`config.mk`:
```
export PLATFORM = sky130hd
export DESIGN_NAME = sts_tx_serializer
export DESIGN_NICKNAME = d
export VERILOG_FILES = /design/src/logic/sts_pkg.sv /design/src/logic/sts_tx_serializer.sv /design/src/logic/sts_clock_multiplier.sv
export SDC_FILE = /design/constraint.sdc
export NUM_CORES = 1
export LEC_CHECK = 0
export BUFFER_PORTS_ARGS = -buffer_cell sky130_fd_sc_hd__buf_2
export CAP_MARGIN = 0
export CORE_MARGIN = 3
export CORE_UTILIZATION = 30
export CTS_CLUSTER_SIZE = 24
export DETAILED_ROUTE_END_ITERATION = 6
export GPL_ROUTABILITY_DRIVEN = 0
export PLACE_DENSITY = 0.53
export SYNTH_ARGS = -nofsm -noshare
export SYNTH_HDL_FRONTEND = slang
export SYNTH_SLANG_ARGS = --single-unit
```
`constraint.sdc`:
```
create_clock -name clk -period 7.74 [get_ports clk]
set_clock_uncertainty 0.05 [all_clocks]
set_input_delay 0.774 -clock clk [delete_from_list [all_inputs] [get_ports clk]]
set_output_delay 0.774 -clock clk [all_outputs]
set_load 0.05 [all_outputs]
```
`src/logic/sts_pkg.sv`:
```
// shared constants, types and helpers for the sonet transmit serializer
package sts_pkg;

    // ****************************************
    // byte and bit timing
    // ****************************************
    localparam int BYTE_BITS = 8;
    localparam int BIT_CNT_W = 3;
    localparam logic [2:0] BIT_CNT_LAST = 3'h7;
    localparam logic [2:0] BIT_CNT_RESET = 3'h0;
    // byte clock is high for counts 0..3, low for 4..7
    localparam logic [2:0] BYTE_CLK_HIGH_LAST = 3'h3;
    localparam logic [7:0] IDLE_BYTE = 8'h00;
    localparam logic [7:0] BYTE_RESET = 8'h00;

    // ****************************************
    // line rates in kbps and reference frequencies in kHz
    // ****************************************
    localparam int RATE_HIGH_KBPS = 622080;
    localparam int RATE_LOW_KBPS = 155520;
    localparam int REF_HIGH_KHZ = 77760;
    localparam int REF_LOW_KHZ = 19440;

    // ****************************************
    // clock multiplier lock detection
    // ****************************************
    localparam int REF_CNT_W = 7;
    localparam logic [6:0] REF_CNT_MAX = 7'h7f;
    localparam logic [6:0] REF_CNT_RESET = 7'h00;
    localparam int LOCK_CNT_W = 3;
    localparam logic [2:0] LOCK_COUNT = 3'h4;
    localparam logic [2:0] LOCK_CNT_RESET = 3'h0;

    // byte clock input period check counter
    localparam logic [5:0] IN_PERIOD_RESET = 6'h00;
    localparam logic [5:0] IN_PERIOD_MAX = 6'h3f;

    typedef enum logic [1:0] {
        STS_MULT_HUNT = 2'b01,
        STS_MULT_LOCK = 2'b10
    } sts_mult_state_t;

    // configuration pins grouped
    typedef struct packed {
        logic rate_high;
        logic ref_high;
        logic byte_clock_direction_sel;
    } sts_cfg_t;

    // serial clock cycles per reference period, as a function of rate and reference
    function automatic logic [6:0] sts_mult_ratio(input logic rate_high, input logic ref_high);
        int r;
        r = (rate_high ? RATE_HIGH_KBPS : RATE_LOW_KBPS) / (ref_high ? REF_HIGH_KHZ : REF_LOW_KHZ);
        return r[6:0];
    endfunction : sts_mult_ratio

endpackage : sts_pkg

```
`src/logic/sts_tx_serializer.sv`:
```
// transmit parallel-to-serial section with byte clock generation
// clk stands for the synthesized serial bit clock: one bit leaves per rising edge.
module sts_tx_serializer #(
    parameter int DATA_W = 8
) (
    // clock and reset
    input wire logic clk,
    input wire logic sys_rst,
    // configuration
    input wire logic rate_high,
    input wire logic ref_high,
    input wire logic byte_clock_direction_sel,
    // reference clocks
    input wire logic diff_reference_clock,
    input wire logic single_ended_reference_clock,
    // parallel transmit bus
    input wire logic [DATA_W-1:0] tx_parallel_byte,
    // byte clock pin, two-way
    input wire logic tx_byte_clock_pin_in,
    output logic tx_byte_clock_pin_out,
    output logic tx_byte_clock_pin_oe,
    // serial line
    output logic serial_tx_output,
    // status
    output logic clock_multiplier_locked,
    output logic byte_underrun,
    output logic byte_clock_period_err
);

    // ****************************************
    // state
    // ****************************************
    typedef struct packed {
        logic [2:0] bit_cnt;
        logic byte_clk;
        logic [DATA_W-1:0] hold;
        logic hold_valid;
        logic [DATA_W-1:0] shift;
        logic pin_in_prev;
        logic in_seen;
        logic [5:0] in_period;
        logic period_err;
        logic underrun;
    } sts_tx_reg_t;

    sts_tx_reg_t st_reg;
    sts_tx_reg_t st_next;
    sts_pkg::sts_cfg_t cfg;
    logic out_mode;
    logic capture;
    logic in_rise;
    logic byte_end;

    assign cfg = '{rate_high: rate_high, ref_high: ref_high,
                   byte_clock_direction_sel: byte_clock_direction_sel};

    // ****************************************
    // clock multiplier
    // ****************************************
    sts_clock_multiplier u_clock_multiplier (
        .clk(clk),
        .sys_rst(sys_rst),
        .diff_reference_clock(diff_reference_clock),
        .single_ended_reference_clock(single_ended_reference_clock),
        .cfg(cfg),
        .clock_multiplier_locked(clock_multiplier_locked)
    );

    // ****************************************
    // capture and shift
    // ****************************************
    assign out_mode = cfg.byte_clock_direction_sel;
    // pin input is synchronous, so a plain edge detect is safe
    assign in_rise = tx_byte_clock_pin_in & ~st_reg.pin_in_prev;
    // output mode: sample in the first cycle the driven byte clock is high
    assign capture = out_mode ? (st_reg.byte_clk && st_reg.bit_cnt == sts_pkg::BIT_CNT_RESET)
                              : in_rise;
    assign byte_end = (st_reg.bit_cnt == sts_pkg::BIT_CNT_LAST);

    always_comb begin
        st_next = st_reg;
        // divide-by-eight of the serial clock
        st_next.bit_cnt = st_reg.bit_cnt + 3'h1;
        st_next.byte_clk = (st_next.bit_cnt <= sts_pkg::BYTE_CLK_HIGH_LAST);
        st_next.pin_in_prev = tx_byte_clock_pin_in;
        st_next.underrun = 1'b0;
        // one bit per serial clock, msb first
        st_next.shift = {st_reg.shift[DATA_W-2:0], 1'b0};
        if (byte_end) begin
            // one byte per byte clock; a missing byte sends idle rather than stale data
            if (st_reg.hold_valid || capture) begin
                st_next.shift = capture ? tx_parallel_byte : st_reg.hold;
            end else begin
                st_next.shift = sts_pkg::IDLE_BYTE;
                st_next.underrun = 1'b1;
            end
            st_next.hold_valid = 1'b0;
        end
        if (capture && !byte_end) begin
            st_next.hold = tx_parallel_byte;
            st_next.hold_valid = 1'b1;
        end
        // framer-driven byte clock must span exactly eight serial bits
        st_next.period_err = 1'b0;
        if (st_reg.in_period != sts_pkg::IN_PERIOD_MAX) begin
            st_next.in_period = st_reg.in_period + 6'h01;
        end
        if (!out_mode && in_rise) begin
            st_next.in_seen = 1'b1;
            st_next.in_period = 6'h01;
            st_next.period_err = st_reg.in_seen && (st_reg.in_period != 6'(sts_pkg::BYTE_BITS));
        end
        if (out_mode) begin
            st_next.in_seen = 1'b0;
        end
    end

    always_ff @(posedge clk) begin
        if (sys_rst) begin
            st_reg <= '{bit_cnt: sts_pkg::BIT_CNT_RESET, byte_clk: 1'b0, hold: sts_pkg::BYTE_RESET,
                        hold_valid: 1'b0, shift: sts_pkg::BYTE_RESET, pin_in_prev: 1'b0,
                        in_seen: 1'b0, in_period: sts_pkg::IN_PERIOD_RESET, period_err: 1'b0,
                        underrun: 1'b0};
        end else begin
            st_reg <= st_next;
        end
    end

    // ****************************************
    // outputs
    // ****************************************
    assign serial_tx_output = st_reg.shift[DATA_W-1];
    assign tx_byte_clock_pin_out = st_reg.byte_clk;
    assign tx_byte_clock_pin_oe = out_mode;
    assign byte_underrun = st_reg.underrun;
    assign byte_clock_period_err = st_reg.period_err;

endmodule : sts_tx_serializer

```
`src/logic/sts_clock_multiplier.sv`:
```
// reference combiner and lock monitor of the transmit clock multiplier
module sts_clock_multiplier (
    // clock and reset
    input wire logic clk,
    input wire logic sys_rst,
    // reference inputs
    input wire logic diff_reference_clock,
    input wire logic single_ended_reference_clock,
    // configuration
    input wire sts_pkg::sts_cfg_t cfg,
    // status
    output logic clock_multiplier_locked
);

    // ****************************************
    // state
    // ****************************************
    typedef struct packed {
        sts_pkg::sts_mult_state_t fsm;
        logic ref_prev;
        logic seen_edge;
        logic [6:0] per_cnt;
        logic [2:0] good_cnt;
    } sts_mult_reg_t;

    sts_mult_reg_t st_reg;
    sts_mult_reg_t st_next;
    logic ref_comb;
    logic ref_rise;
    logic [6:0] ratio;
    logic period_ok;

    // unused input sits at ground, so xnor passes the active one (inverted)
    assign ref_comb = ~(diff_reference_clock ^ single_ended_reference_clock);
    assign ref_rise = ref_comb & ~st_reg.ref_prev;
    assign ratio = sts_pkg::sts_mult_ratio(cfg.rate_high, cfg.ref_high);
    assign period_ok = st_reg.seen_edge && (st_reg.per_cnt == ratio);

    always_comb begin
        st_next = st_reg;
        st_next.ref_prev = ref_comb;
        if (st_reg.per_cnt != sts_pkg::REF_CNT_MAX) begin
            st_next.per_cnt = st_reg.per_cnt + 7'h01;
        end
        if (ref_rise) begin
            st_next.seen_edge = 1'b1;
            st_next.per_cnt = 7'h01;
        end
        case (st_reg.fsm)
            sts_pkg::STS_MULT_HUNT: begin
                if (ref_rise) begin
                    if (period_ok) begin
                        st_next.good_cnt = st_reg.good_cnt + 3'h1;
                        if (st_reg.good_cnt + 3'h1 == sts_pkg::LOCK_COUNT) begin
                            st_next.fsm = sts_pkg::STS_MULT_LOCK;
                        end
                    end else begin
                        st_next.good_cnt = sts_pkg::LOCK_CNT_RESET;
                    end
                end
            end
            sts_pkg::STS_MULT_LOCK: begin
                // any wrong period or a stalled reference drops lock
                if ((ref_rise && !period_ok) || st_reg.per_cnt > ratio) begin
                    st_next.fsm = sts_pkg::STS_MULT_HUNT;
                    st_next.good_cnt = sts_pkg::LOCK_CNT_RESET;
                end
            end
            default: begin
                st_next.fsm = sts_pkg::STS_MULT_HUNT;
            end
        endcase
    end

    always_ff @(posedge clk) begin
        if (sys_rst) begin
            st_reg <= '{fsm: sts_pkg::STS_MULT_HUNT, ref_prev: 1'b0, seen_edge: 1'b0,
                        per_cnt: sts_pkg::REF_CNT_RESET, good_cnt: sts_pkg::LOCK_CNT_RESET};
        end else begin
            st_reg <= st_next;
        end
    end

    assign clock_multiplier_locked = (st_reg.fsm == sts_pkg::STS_MULT_LOCK);

endmodule : sts_clock_multiplier

```
== After elaboration in Yosys (flattened, before gate mapping) ==
Cells that the tools add are included.
Word-level totals
  flip-flop bits (word level): 45
  bits of input ports: 16
  output and inout bits: 6
  logic and storage cells: 91
Operators by class
  add/sub/neg operators: 4
  div/mod/pow operators: 1
  magnitude comparators: 2
  equality and inequality tests: 12
  muxes and demuxes: 21
  bitwise operators: 9
  reductions and logical operators: 24
Operator list (count)
  divider 32 x 32 -> 32 bit: 1
  two-way mux 20 bit: 1
  two-way mux 17 bit: 1
  two-way mux 8 bit: 2
  two-way mux 2 bit: 5
  OR reduction 2 bit: 5
  two-way mux 3 bit: 3
  two-way mux 9 bit: 1
  != test 2 x 1 -> 1 bit (second input constant): 4
  nonzero test 2 bit: 4
  adder 7 x 1 -> 7 bit (second input constant): 1
  == test 7 bit: 1
  greater-than comparator 7 bit: 1
  != test 7 bit (second input constant): 1
  adder 3 x 1 -> 3 bit (second input constant): 2
  adder 6 x 1 -> 6 bit (second input constant): 1
  == test 3 bit (second input constant): 2
  logical AND 1 bit: 6
  two-way mux 1 bit: 6
  != test 6 x 4 -> 1 bit (second input constant): 1
  != test 6 bit (second input constant): 1
  inverter 1 bit: 6
  case mux 3 bit (2 select lines): 1
  case mux 2 bit (2 select lines): 1
  other kinds (11): 15

== Logic depth before layout (Yosys ltp) ==
Gate-level depths: netlist of the first run.
  depth in word-level cells: 9
  gate-level depth with buffers: 27
  mapped depth without buffers: 26

== By module ==
A second synthesis of the first run with hierarchy kept.
Unflattened totals
  cell total of the unflattened synthesis: 338
  area, all modules: 2930.3 um^2
Modules (own cells, without submodules)
  sts_clock_multiplier: times used 1, cells an instance 187, area an instance 1521.5 um^2, sequential area each 280.3 um^2
  sts_tx_serializer: times used 1, cells an instance 151, area an instance 1408.9 um^2, sequential area each 620.6 um^2

== Worst setup path before layout of the first run ==
No wires, ideal clock.
  kind: input -> register
  start point: input ref_high
  end point: register u_clock_multiplier.st_reg[2] in the netlist's numbering
  setup time: 79 ps
  data arrival time: 5843 ps
  data required time: 7611 ps
  path slack: 1767 ps
  stages: 26
  buffers on the path: 1
  cell sequence: inv_1 -> ha_1 -> buf_6 -> o21bai_1 -> a21o_2 -> nor2_1 -> xor2_1 -> ha_1 -> a21o_1 -> o21ai_0 -> nand2_1 -> ha_1 -> o41ai_1 -> nand2b_1 -> a311o_1 -> ha_1 -> a311oi_1 -> nand4_1 -> o21ai_0 -> o211ai_1 -> ha_1 -> and4_1 -> nand4b_1 -> a2111oi_4 -> nor2_1 -> a211oi_2
On the way
  word-level cells in the longest chain between the ends: 9
  elaborated cells on any way between the ends: 13
  those cells by class: div: 1; order compare: 1; eq/ne: 2; mux: 4; reduce/logical: 5
RTL lines
  start: declaration: RTL line sts_tx_serializer.sv:11  | input wire logic ref_high,
  two-way mux 17 bit *: RTL line sts_pkg.sv:53  | r = (rate_high ? RATE_HIGH_KBPS : RATE_LOW_KBPS) / (ref_high ? REF_HIGH_KHZ : REF_LOW_KHZ);
  divider 32 x 32 -> 32 bit *: RTL line sts_pkg.sv:53
  parallel branches: the longest is 7 deep, another holds greater-than comparator 7 bit
  end signal: assignment: RTL line sts_clock_multiplier.sv:77  | st_reg <= '{fsm: sts_pkg::STS_MULT_HUNT, ref_prev: 1'b0, seen_edge: 1'b0,
  end signal: assignment: RTL line sts_clock_multiplier.sv:80  | st_reg <= st_next;
  end: declaration: RTL line sts_clock_multiplier.sv:26  | sts_mult_reg_t st_reg;
Every way passes the cells marked *. The select of a mux whose other input is x is not followed.
A chain may end at the register's enable or synchronous reset.

== Final worst setup path of the first run ==
Same ends and word-level chain as after synthesis.

==> results of run 1 <==
==> final timing paths <==
kind                                             from                                        end  slack [ns]  cells after the start
worst max-delay path                         ref_high  u_clock_multiplier.st_reg[2]$_SDFFE_PP0P_        1.19                     26
worst min-delay path            st_reg[13]$_SDFF_PP0_                      st_reg[14]$_SDFF_PP0_        0.38                      2
worst max register to register  st_reg[28]$_SDFF_PP0_                      st_reg[11]$_SDFF_PP0_        5.57                      6
worst min register to register  st_reg[13]$_SDFF_PP0_                      st_reg[14]$_SDFF_PP0_        0.38                      2
==> logic make-up after synthesis <==
kind of cell / synth area share, %
adder cells (fa/ha/maj): 16.71
XOR/XNOR: 2.999
buffers and inverters: 4.199
AND/OR/NAND/NOR: 19.88
flip-flops: 30.85
other: 0.1284
multiplexers: 6.170
AO/OA/AOI/OAI: 19.07
==> routing by layer <==
layer / track usage [%] / share of wire, % / up-vias
li1: - / - / 1185
met1: 14.66 / 48 / 1039
met2: 17.25 / 45 / 50
met3: 1.791 / 4.5 / 5
met4: 4.030 / 1.5 / 0
met5: 0 / 0 / -
==> cell type report <==
type	instances	area, um^2
clock inverter	2	35.03
fill	1021	6132
clock buffer	5	68.82
timing repair buffer	21	105.1
multi-input combinational	249	1901
inverter	18	67.56
tap	129	161.4
sequential	45	900.9
==> through the flow <==
stage	worst slack [ns]	total power [mW]	util (%)
floorplan	1.767	0.3461	-
global placement	1.019	0.3716	33.46
detailed placement	0.9255	0.3711	33.46
CTS	1.185	0.5427	34.57
global route	0.6528	0.5693	34.57
finish	1.195	0.5352	34.57
==> cell usage in the layout, fill, tap and decap left out, types with 2 or more instances in the layout <==
| master | synthesis | routed |
|---|---|---|
| dfxtp_1 | 45 | 45 |
| ha_1 | 39 | 39 |
| nor2_1 | 37 | 37 |
| buf_2 | 2 | 21 |
| nand2_1 | 20 | 20 |
| inv_1 | 18 | 18 |
| mux2i_1 | 18 | 18 |
| o21ai_0 | 12 | 12 |
| a21oi_1 | 10 | 10 |
| nand2b_1 | 9 | 9 |
| nor3_1 | 8 | 8 |
| xor2_1 | 7 | 7 |
| a211oi_1 | 5 | 5 |
| nor2b_1 | 5 | 5 |
| nand3_1 | 5 | 5 |
| clkbuf_8 | 0 | 5 |
| a31oi_1 | 4 | 4 |
| nand4_1 | 4 | 4 |
| a21o_1 | 3 | 3 |
| and3_1 | 3 | 3 |
| o211ai_1 | 3 | 3 |
| xnor2_1 | 3 | 3 |
| nor3b_1 | 3 | 3 |
| a21o_2 | 2 | 2 |
| or2_2 | 2 | 2 |
| o41ai_1 | 2 | 2 |
| and4b_1 | 2 | 2 |
| a311oi_1 | 2 | 2 |
| nand3b_1 | 2 | 2 |
| nand4b_1 | 2 | 2 |
| o21ai_1 | 2 | 2 |
| a221oi_1 | 2 | 2 |
| conb_1 | 1 | 2 |
==> critical path, delay by kind of cell <==
family,cells,cell delay [ns]
AOI/OAI and AO/OA,11,2.74
adders and majority gates,5,1.54
and+or+nand+nor,7,1.00
buffers and inverters,2,0.48
xor gates and xnor gates,1,0.17
==> report_power, final <==
| group | switching [mW] | internal [mW] |
|---|---|---|
| Sequential | 0.00694 | 0.241 |
| Clock | 0.0745 | 0.0938 |
| Combinational | 0.0673 | 0.0518 |
| Total | 0.149 | 0.386 |
==> run metrics, run 1 <==
fmax=152.8 MHz; via count=2279; Initial Util=31.16%; Detail Route Antenna Nets=0; Placed Area=3136 um^2; Leak=1.379 nW; layout cells sized above 1=13.82%; gr usage total=10.82%; EDFF count, synth=0; DRC violations left=0; post-route setup TNS=0 ns; largest net degree at the start of global routing=31; NumNets Final=395; area share of the largest cell type after synthesis=30.85%; worst hold path type=register to register; crit-path most repeated cell=ha_1; prevailing post-synth register cell=dfxtp_1; # diodes=0; Final Max Tran Viols=0; DRT Pass-1 Iters=4; mapped cell area=2920 um^2; clock buffer depth=2; Avg WL per Cell=12.07 um; CP Class=input port to register; Slew @ Worst Pin=0.5743 ns; RSZ-0062 raised after global routing=no; relative slew slack=61.62%; gr ovfl total=0; H-tree depth=2; crit end category=register; initial antenna violation count=0; Avg Synthesized Cell Area=9.126 um^2; minimum clock period=6.545 ns; flops & latches, synth=45; dpl cells=462; Pwr Density=165.2 nW/um^2; DIE AREA=10950 um^2; height of the chip=104.7 um; wirelength, routed=5663 um; Core Region=9371 um^2; Required @ worst endpoint=7.90 ns; Die Width=104.7 um; Ys Warns=0; TritonCTS clock tree=done; Final setup viols=0; post-CTS resize count=0; Synth area leader=dfxtp_1; most frequent cells after synthesis=dfxtp_1, ha_1, nor2_1, nand2_1; fin area=3239 um^2; first-pass GRT wire length=9936 um; setup bufs post-CTS=0; number of port buffers=21; most frequent cell after synthesis=dfxtp_1; Post-Layout Cell Count=469; CTS Buf Count=5; Synth area leaders=dfxtp_1, ha_1, mux2i_1; outcome=completed; CP Max Fanout=11; vias in the first global route=2159; row count=35; clk_lat worst skew=0.29 ns; Distinct cells, synth=66; Layout area overhead=10.93%; sequential element share of the synthesized area=30.85%; clk root buf=clkbuf_8; Synth Instances=320; CTS clk-pin slew, worst paths=0.08 ns; max reg flops=27; top-level I/O count=22; Worst path max stage delay=0.44 ns; Peak VDD IR=0.08675 mV; clock sink total=45; Tcrit/Tclk final=84.56%; hold slack=0.3831 ns; Worst EP arrival=6.71 ns; starting DRC count in detailed routing=101; slowest stage cell on the critical path=o41ai_1; fraction of registers with async set/reset=0%; hold_buf cts=0; dpl hpwl=4223 um; final hold violations=0; Setup crit start kind=input port; number of vias per cell=4.859; Max-Cap Viols=0
No activity file was read; power rests on OpenSTA's default activity.
==> run 2: changes to the inputs <==
==> constraint.sdc (replaced) <==
create_clock -name clk -period 6.07 [get_ports clk]
set_clock_uncertainty 0.05 [all_clocks]
set_input_delay 0.607 -clock clk [delete_from_list [all_inputs] [get_ports clk]]
set_output_delay 0.607 -clock clk [all_outputs]
set_load 0.05 [all_outputs]
==> run 2 against run 1 <==
Clock power is 61% higher. Final area increased by 5.3%. Count of clock-buffer cells in the layout is the same. Sequential cell count unchanged. Register-to-register slack lost 1.6 ns. Die area unchanged. Critical path type unchanged.
==> run metrics, run 2 (synthesis gave the netlist of run 1 again) <==
crit end category=register (unchanged); row count=35 (unchanged); clk_lat worst skew=0.30 ns (was 0.29 ns); Max-Cap Viols=0 (unchanged); Final setup viols=0 (unchanged); fmax=176.4 MHz; DRC violations left=0 (unchanged); Final Max Tran Viols=0 (unchanged); Layout area overhead=16.84% (was 10.93%); initial antenna violation count=0 (unchanged); dpl hpwl=4508 um (was 4223 um); Required @ worst endpoint=6.24 ns (was 7.90 ns); largest net degree at the start of global routing=31 (unchanged); final hold violations=0 (unchanged); Peak VDD IR=0.1673 mV (was 0.08675 mV); max reg flops=27 (unchanged); height of the chip=104.7 um (unchanged); clock sink total=45 (unchanged); post-route setup TNS=0 ns (unchanged); Leak=1.476 nW (was 1.379 nW); outcome=completed (unchanged); CTS clk-pin slew, worst paths=0.08 ns (about the same); RSZ-0062 raised after global routing=no (unchanged); worst hold path type=register to register (unchanged); H-tree depth=2 (unchanged); gr ovfl total=0 (unchanged); Avg WL per Cell=12.27 um (was 12.07 um); wirelength, routed=5941 um (was 5663 um); Setup crit start kind=input port (unchanged); via count=2329 (was 2279); Worst EP arrival=5.84 ns (was 6.71 ns); number of port buffers=21 (unchanged); Detail Route Antenna Nets=0 (unchanged); Pwr Density=220.1 nW/um^2 (was 165.2 nW/um^2); hold_buf cts=0 (unchanged); TritonCTS clock tree=done (unchanged); gr usage total=11.08% (was 10.82%); starting DRC count in detailed routing=95 (was 101); layout cells sized above 1=19.15% (was 13.82%); DIE AREA=10950 um^2 (unchanged); total power draw=0.7512 mW (was 0.5352 mW); top-level I/O count=22 (unchanged); Core Region=9371 um^2 (unchanged); number of vias per cell=4.812 (was 4.859); Die Width=104.7 um (unchanged); Tcrit/Tclk final=93.42%; Initial Util=31.16% (unchanged); CP Class=input port to register (unchanged); CP Max Fanout=9 (was 11); clk root buf=clkbuf_8 (unchanged); CTS Buf Count=5 (unchanged); commonest non-fill, non-tap cell in the layout=dfxtp_1 (unchanged); clock buffer depth=2 (unchanged); # diodes=0 (unchanged); most frequent cells in the layout=dfxtp_1, ha_1, nor2_1, buf_2, nand2_1 (unchanged); Slew @ Worst Pin=0.5552 ns (was 0.5743 ns); vias in the first global route=2206 (was 2159); NumNets Final=409 (was 395); minimum clock period=5.670 ns; DRT Pass-1 Iters=4 (unchanged); first-pass GRT wire length=10290 um (was 9936 um); relative slew slack=62.90% (was 61.62%)
==> run 2: power by group <==
group	internal, mW	switching, mW
Combinational	0.0741	0.0903
Sequential	0.307	0.00884
Clock	0.166	0.105
==> run 2: cell type report <==
| cell class | instances | area (um^2) |
|---|---|---|
| Fill cell | 999 | 5959 |
| Sequential cell | 45 | 900.9 |
| Multi-Input combinational cell | 249 | 1934 |
| Clock inverter | 3 | 68.82 |
| Clock buffer | 5 | 68.82 |
| Inverter | 18 | 67.56 |
| Tap cell | 129 | 161.4 |
| Timing Repair Buffer | 35 | 210.2 |
==> run 2: final timing paths <==
kind | start | end | slack [ns] | depth (start not counted)
setup reg to reg | st_reg[28]$_SDFF_PP0_ | st_reg[14]$_SDFF_PP0_ | 3.96 | 6
setup / recovery | ref_high | u_clock_multiplier.st_reg[2]$_SDFFE_PP0P_ | 0.40 | 26
hold reg to reg | st_reg[16]$_SDFF_PP0_ | serial_tx_output$_SDFF_PP0_ | 0.39 | 2
hold / removal | st_reg[16]$_SDFF_PP0_ | serial_tx_output$_SDFF_PP0_ | 0.39 | 2
==> run 2: per-stage QoR <==
stage	instances	instance area, um^2	utilization [%]	setup slack [ns]	hold slack [ns]
5_1_grt	484	3412	36.41	0.007343	0.4065
3_3_place_gp	475	3233	34.50	0.1138	0.3595
4_1_cts	483	3371	35.97	0.2914	0.3934
2_1_floorplan	321	2924	-	0.2641	0.3514
3_5_place_dp	475	3233	34.50	0.009412	0.3717
6_report	484	3412	36.41	0.3996	0.3856
==> run 2: repair_timing <==
action	in CTS	in global routing
setup buffers	0	1
gates resized for setup	0	6
setup endpoints to repair	0	5
==> run 2: layer usage <==
layer,vias up,track usage (%),routed length [um]
li1,1212,-,-
met1,1073,14.75,2968
met2,34,18.40,2718
met3,10,1.915,173
met4,0,3.187,81
met5,-,0,0
==> run 2: critical path: stages <==
cell and delay (ns):
buf_2 0.14, inv_1 0.07, buf_4 0.18, ha_1 0.21, nor3_1 0.22, xor2_1 0.18
ha_1 0.29, a21o_1 0.21, o21ai_0 0.17, nand2_1 0.09, ha_1 0.23, or2_2 0.32
o41ai_2 0.07, nand2b_1 0.12, a311o_1 0.33, ha_1 0.30, a311oi_2 0.23, nand4_1 0.12
o21ai_0 0.19, o211ai_1 0.12, ha_1 0.30, and4_2 0.25, nand4b_1 0.20, a2111oi_4 0.39
nor2_1 0.10, a211oi_2 0.20
==> run 3: changes to the inputs <==
--- a/config.mk
+++ b/config.mk
@@ -8,11 +8,11 @@
 export BUFFER_PORTS_ARGS = -buffer_cell sky130_fd_sc_hd__buf_2
 export CAP_MARGIN = 0
 export CORE_MARGIN = 3
-export CORE_UTILIZATION = 30
+export CORE_UTILIZATION = 60
 export CTS_CLUSTER_SIZE = 24
 export DETAILED_ROUTE_END_ITERATION = 6
 export GPL_ROUTABILITY_DRIVEN = 0
-export PLACE_DENSITY = 0.53
+export PLACE_DENSITY = 0.87
 export SYNTH_ARGS = -nofsm -noshare
 export SYNTH_HDL_FRONTEND = slang
 export SYNTH_SLANG_ARGS = --single-unit
==> run 3 against run 2 <==
Utilization rose by 35 points. First-iteration DRC count is 21% higher. Count of clock-buffer cells in the layout grew 1. Worst setup slack got worse by 0.10 ns. Via count grew 4.8%. Critical path type unchanged.
==> run metrics, run 3 (synthesis gave the netlist of run 1 again) <==
Tcrit/Tclk final=95.09% (was 93.42%); Max-Cap Viols=0 (unchanged); final hold violations=0 (unchanged); crit end category=register (unchanged); Detail Route Antenna Nets=0 (unchanged); Slew @ Worst Pin=0.5476 ns (was 0.5552 ns); clk_lat worst skew=0.30 ns (about the same); Reg power frac=48.3% (was 42.1%); number of vias per cell=5.880 (was 4.812); clock buffer depth=2 (unchanged); Setup crit start kind=input port (unchanged); CTS Buf Count=5 (unchanged); Initial Util=64.40% (was 31.16%); first-pass GRT wire length=9867 um (was 10290 um); Placed Area=3115 um^2 (was 3233 um^2); gr ovfl total=0 (unchanged); initial antenna violation count=0 (unchanged); Final setup viols=0 (unchanged); most frequent cells in the layout=dfxtp_1, ha_1, nor2_1, buf_2, nand2_1 (unchanged); NumNets Final=404 (was 409); worst hold path type=register to register (unchanged); fin area=3227 um^2 (was 3412 um^2); row count=24 (was 35); Leak=1.427 nW (was 1.476 nW); H-tree depth=2 (unchanged); Pwr Density=203.2 nW/um^2 (was 220.1 nW/um^2); Die Width=75.77 um (was 104.7 um); DRC violations left=0 (unchanged); DIE AREA=5740 um^2 (was 10950 um^2); uppermost layer routed=met4 (unchanged); dpl hpwl=4375 um (was 4508 um); Peak VDD IR=0.2000 mV (was 0.1673 mV); # diodes=0 (unchanged); Final Max Tran Viols=0 (unchanged); Core Region=4534 um^2 (was 9371 um^2); Avg WL per Cell=14.51 um (was 12.27 um); CP Max Fanout=10 (was 9); total power draw=0.6556 mW (was 0.7512 mW); DRT Pass-1 Iters=4 (unchanged); CTS clk-pin slew, worst paths=0.08 ns (about the same); total net switching power=0.1978 mW (was 0.2042 mW); vias in the first global route=2328 (was 2206); met3 wire length=285 um (was 173 um); Sw Share=30.18% (was 27.18%); hold slack=0.3844 ns (was 0.3856 ns); Post-Layout Cell Count=415 (was 484); minimum clock period=5.772 ns (was 5.670 ns); clk root buf=clkbuf_8 (unchanged); largest net degree at the start of global routing=31 (unchanged); starting DRC count in detailed routing=115 (was 95); clock sink total=45 (unchanged); height of the chip=75.77 um (was 104.7 um); CP Class=input port to register (unchanged); via count=2440 (was 2329); top-level I/O count=22 (unchanged); gr usage total=21.85% (was 11.08%); commonest non-fill, non-tap cell in the layout=dfxtp_1 (unchanged); fmax=173.3 MHz (was 176.4 MHz); Required @ worst endpoint=6.26 ns (was 6.24 ns); number of port buffers=21 (unchanged); Pint=0.4578 mW (was 0.5470 mW); layout cells sized above 1=16.86% (was 19.15%); Worst EP arrival=5.96 ns (was 5.84 ns); outcome=completed (unchanged); Layout area overhead=10.50% (was 16.84%); clock power share=27.1% (was 36.0%); Comb power frac=24.5% (was 21.9%); max reg flops=27 (unchanged); post-route setup TNS=0 ns (unchanged); relative slew slack=63.40% (was 62.90%); met2 routed WL=3052 um (was 2718 um); wl on met1=2550 um (was 2968 um); dpl cells=406 (was 475); wirelength, routed=6022 um (was 5941 um); TritonCTS clock tree=done (unchanged)
[run 3: through the flow]
stage	util [%]	setup slack, ns
after floorplan	-	0.2641
after global placement	68.71	0.1161
after detailed placement	68.71	-0.07293
after CTS	70.53	0.2207
after global routing	71.16	-0.1017
final	71.16	0.2981
[run 3: worst paths after layout]
check,start,to,slack (ns),cells past startpoint
max,ref_high,u_clock_multiplier.st_reg[1]$_SDFFE_PP0P_,0.30,27
min reg2reg,st_reg[15]$_SDFF_PP0_,st_reg[16]$_SDFF_PP0_,0.38,2
max reg2reg,st_reg[28]$_SDFF_PP0_,st_reg[11]$_SDFF_PP0_,3.94,6
min,st_reg[15]$_SDFF_PP0_,st_reg[16]$_SDFF_PP0_,0.38,2
[run 3: metal layers]
metal / global-route usage (%) / vias to the layer above
met5: 0 / -
li1: - / 1208
met3: 4.881 / 14
met1: 24.96 / 1147
met4: 8.155 / 0
met2: 39.35 / 71
[run 3: power by group through the flow]
stage          sequential (mW)  clock, mW  combinational (mW)
3_3_place_gp             0.322          0               0.150
4_1_cts                  0.317      0.183               0.156
6_report                 0.317      0.178               0.161
3_5_place_dp             0.323          0               0.155
5_1_grt                  0.318      0.193               0.179
2_1_floorplan            0.325          0               0.117
[run 3: what timing repair did]
item	CTS	global route
buffers inserted	0	1
hold buffers	0	0
endpoints found under the setup margin	0	5
gates resized for setup	0	3
[run 3: layout make-up]
class	count	area, um^2
clock buffers	6	72.57
clock inverters	2	10.01
fillers	337	1308
inverters	18	67.56
multi-input cells	249	1922
flip-flops and latches	45	900.9
well taps	65	81.33
repair buffers	30	172.7
[run 3: worst max-delay path, cell delays in order]
cell and delay (ns):
buf_2 0.18, inv_1 0.08, ha_1 0.23, o21bai_1 0.21
a21o_2 0.14, nor2_1 0.05, xor2_1 0.14, ha_1 0.32
a21o_1 0.20, o21ai_0 0.16, nand2_1 0.09, ha_1 0.25
or2_2 0.33, o41ai_2 0.07, nand2b_1 0.12, a311o_1 0.33
ha_1 0.31, a311oi_2 0.28, nand4_1 0.12, o21ai_0 0.18
o211ai_1 0.11, ha_1 0.28, and4_1 0.21, a221oi_1 0.34
o41ai_2 0.16, a31oi_2 0.26, mux2i_1 0.20
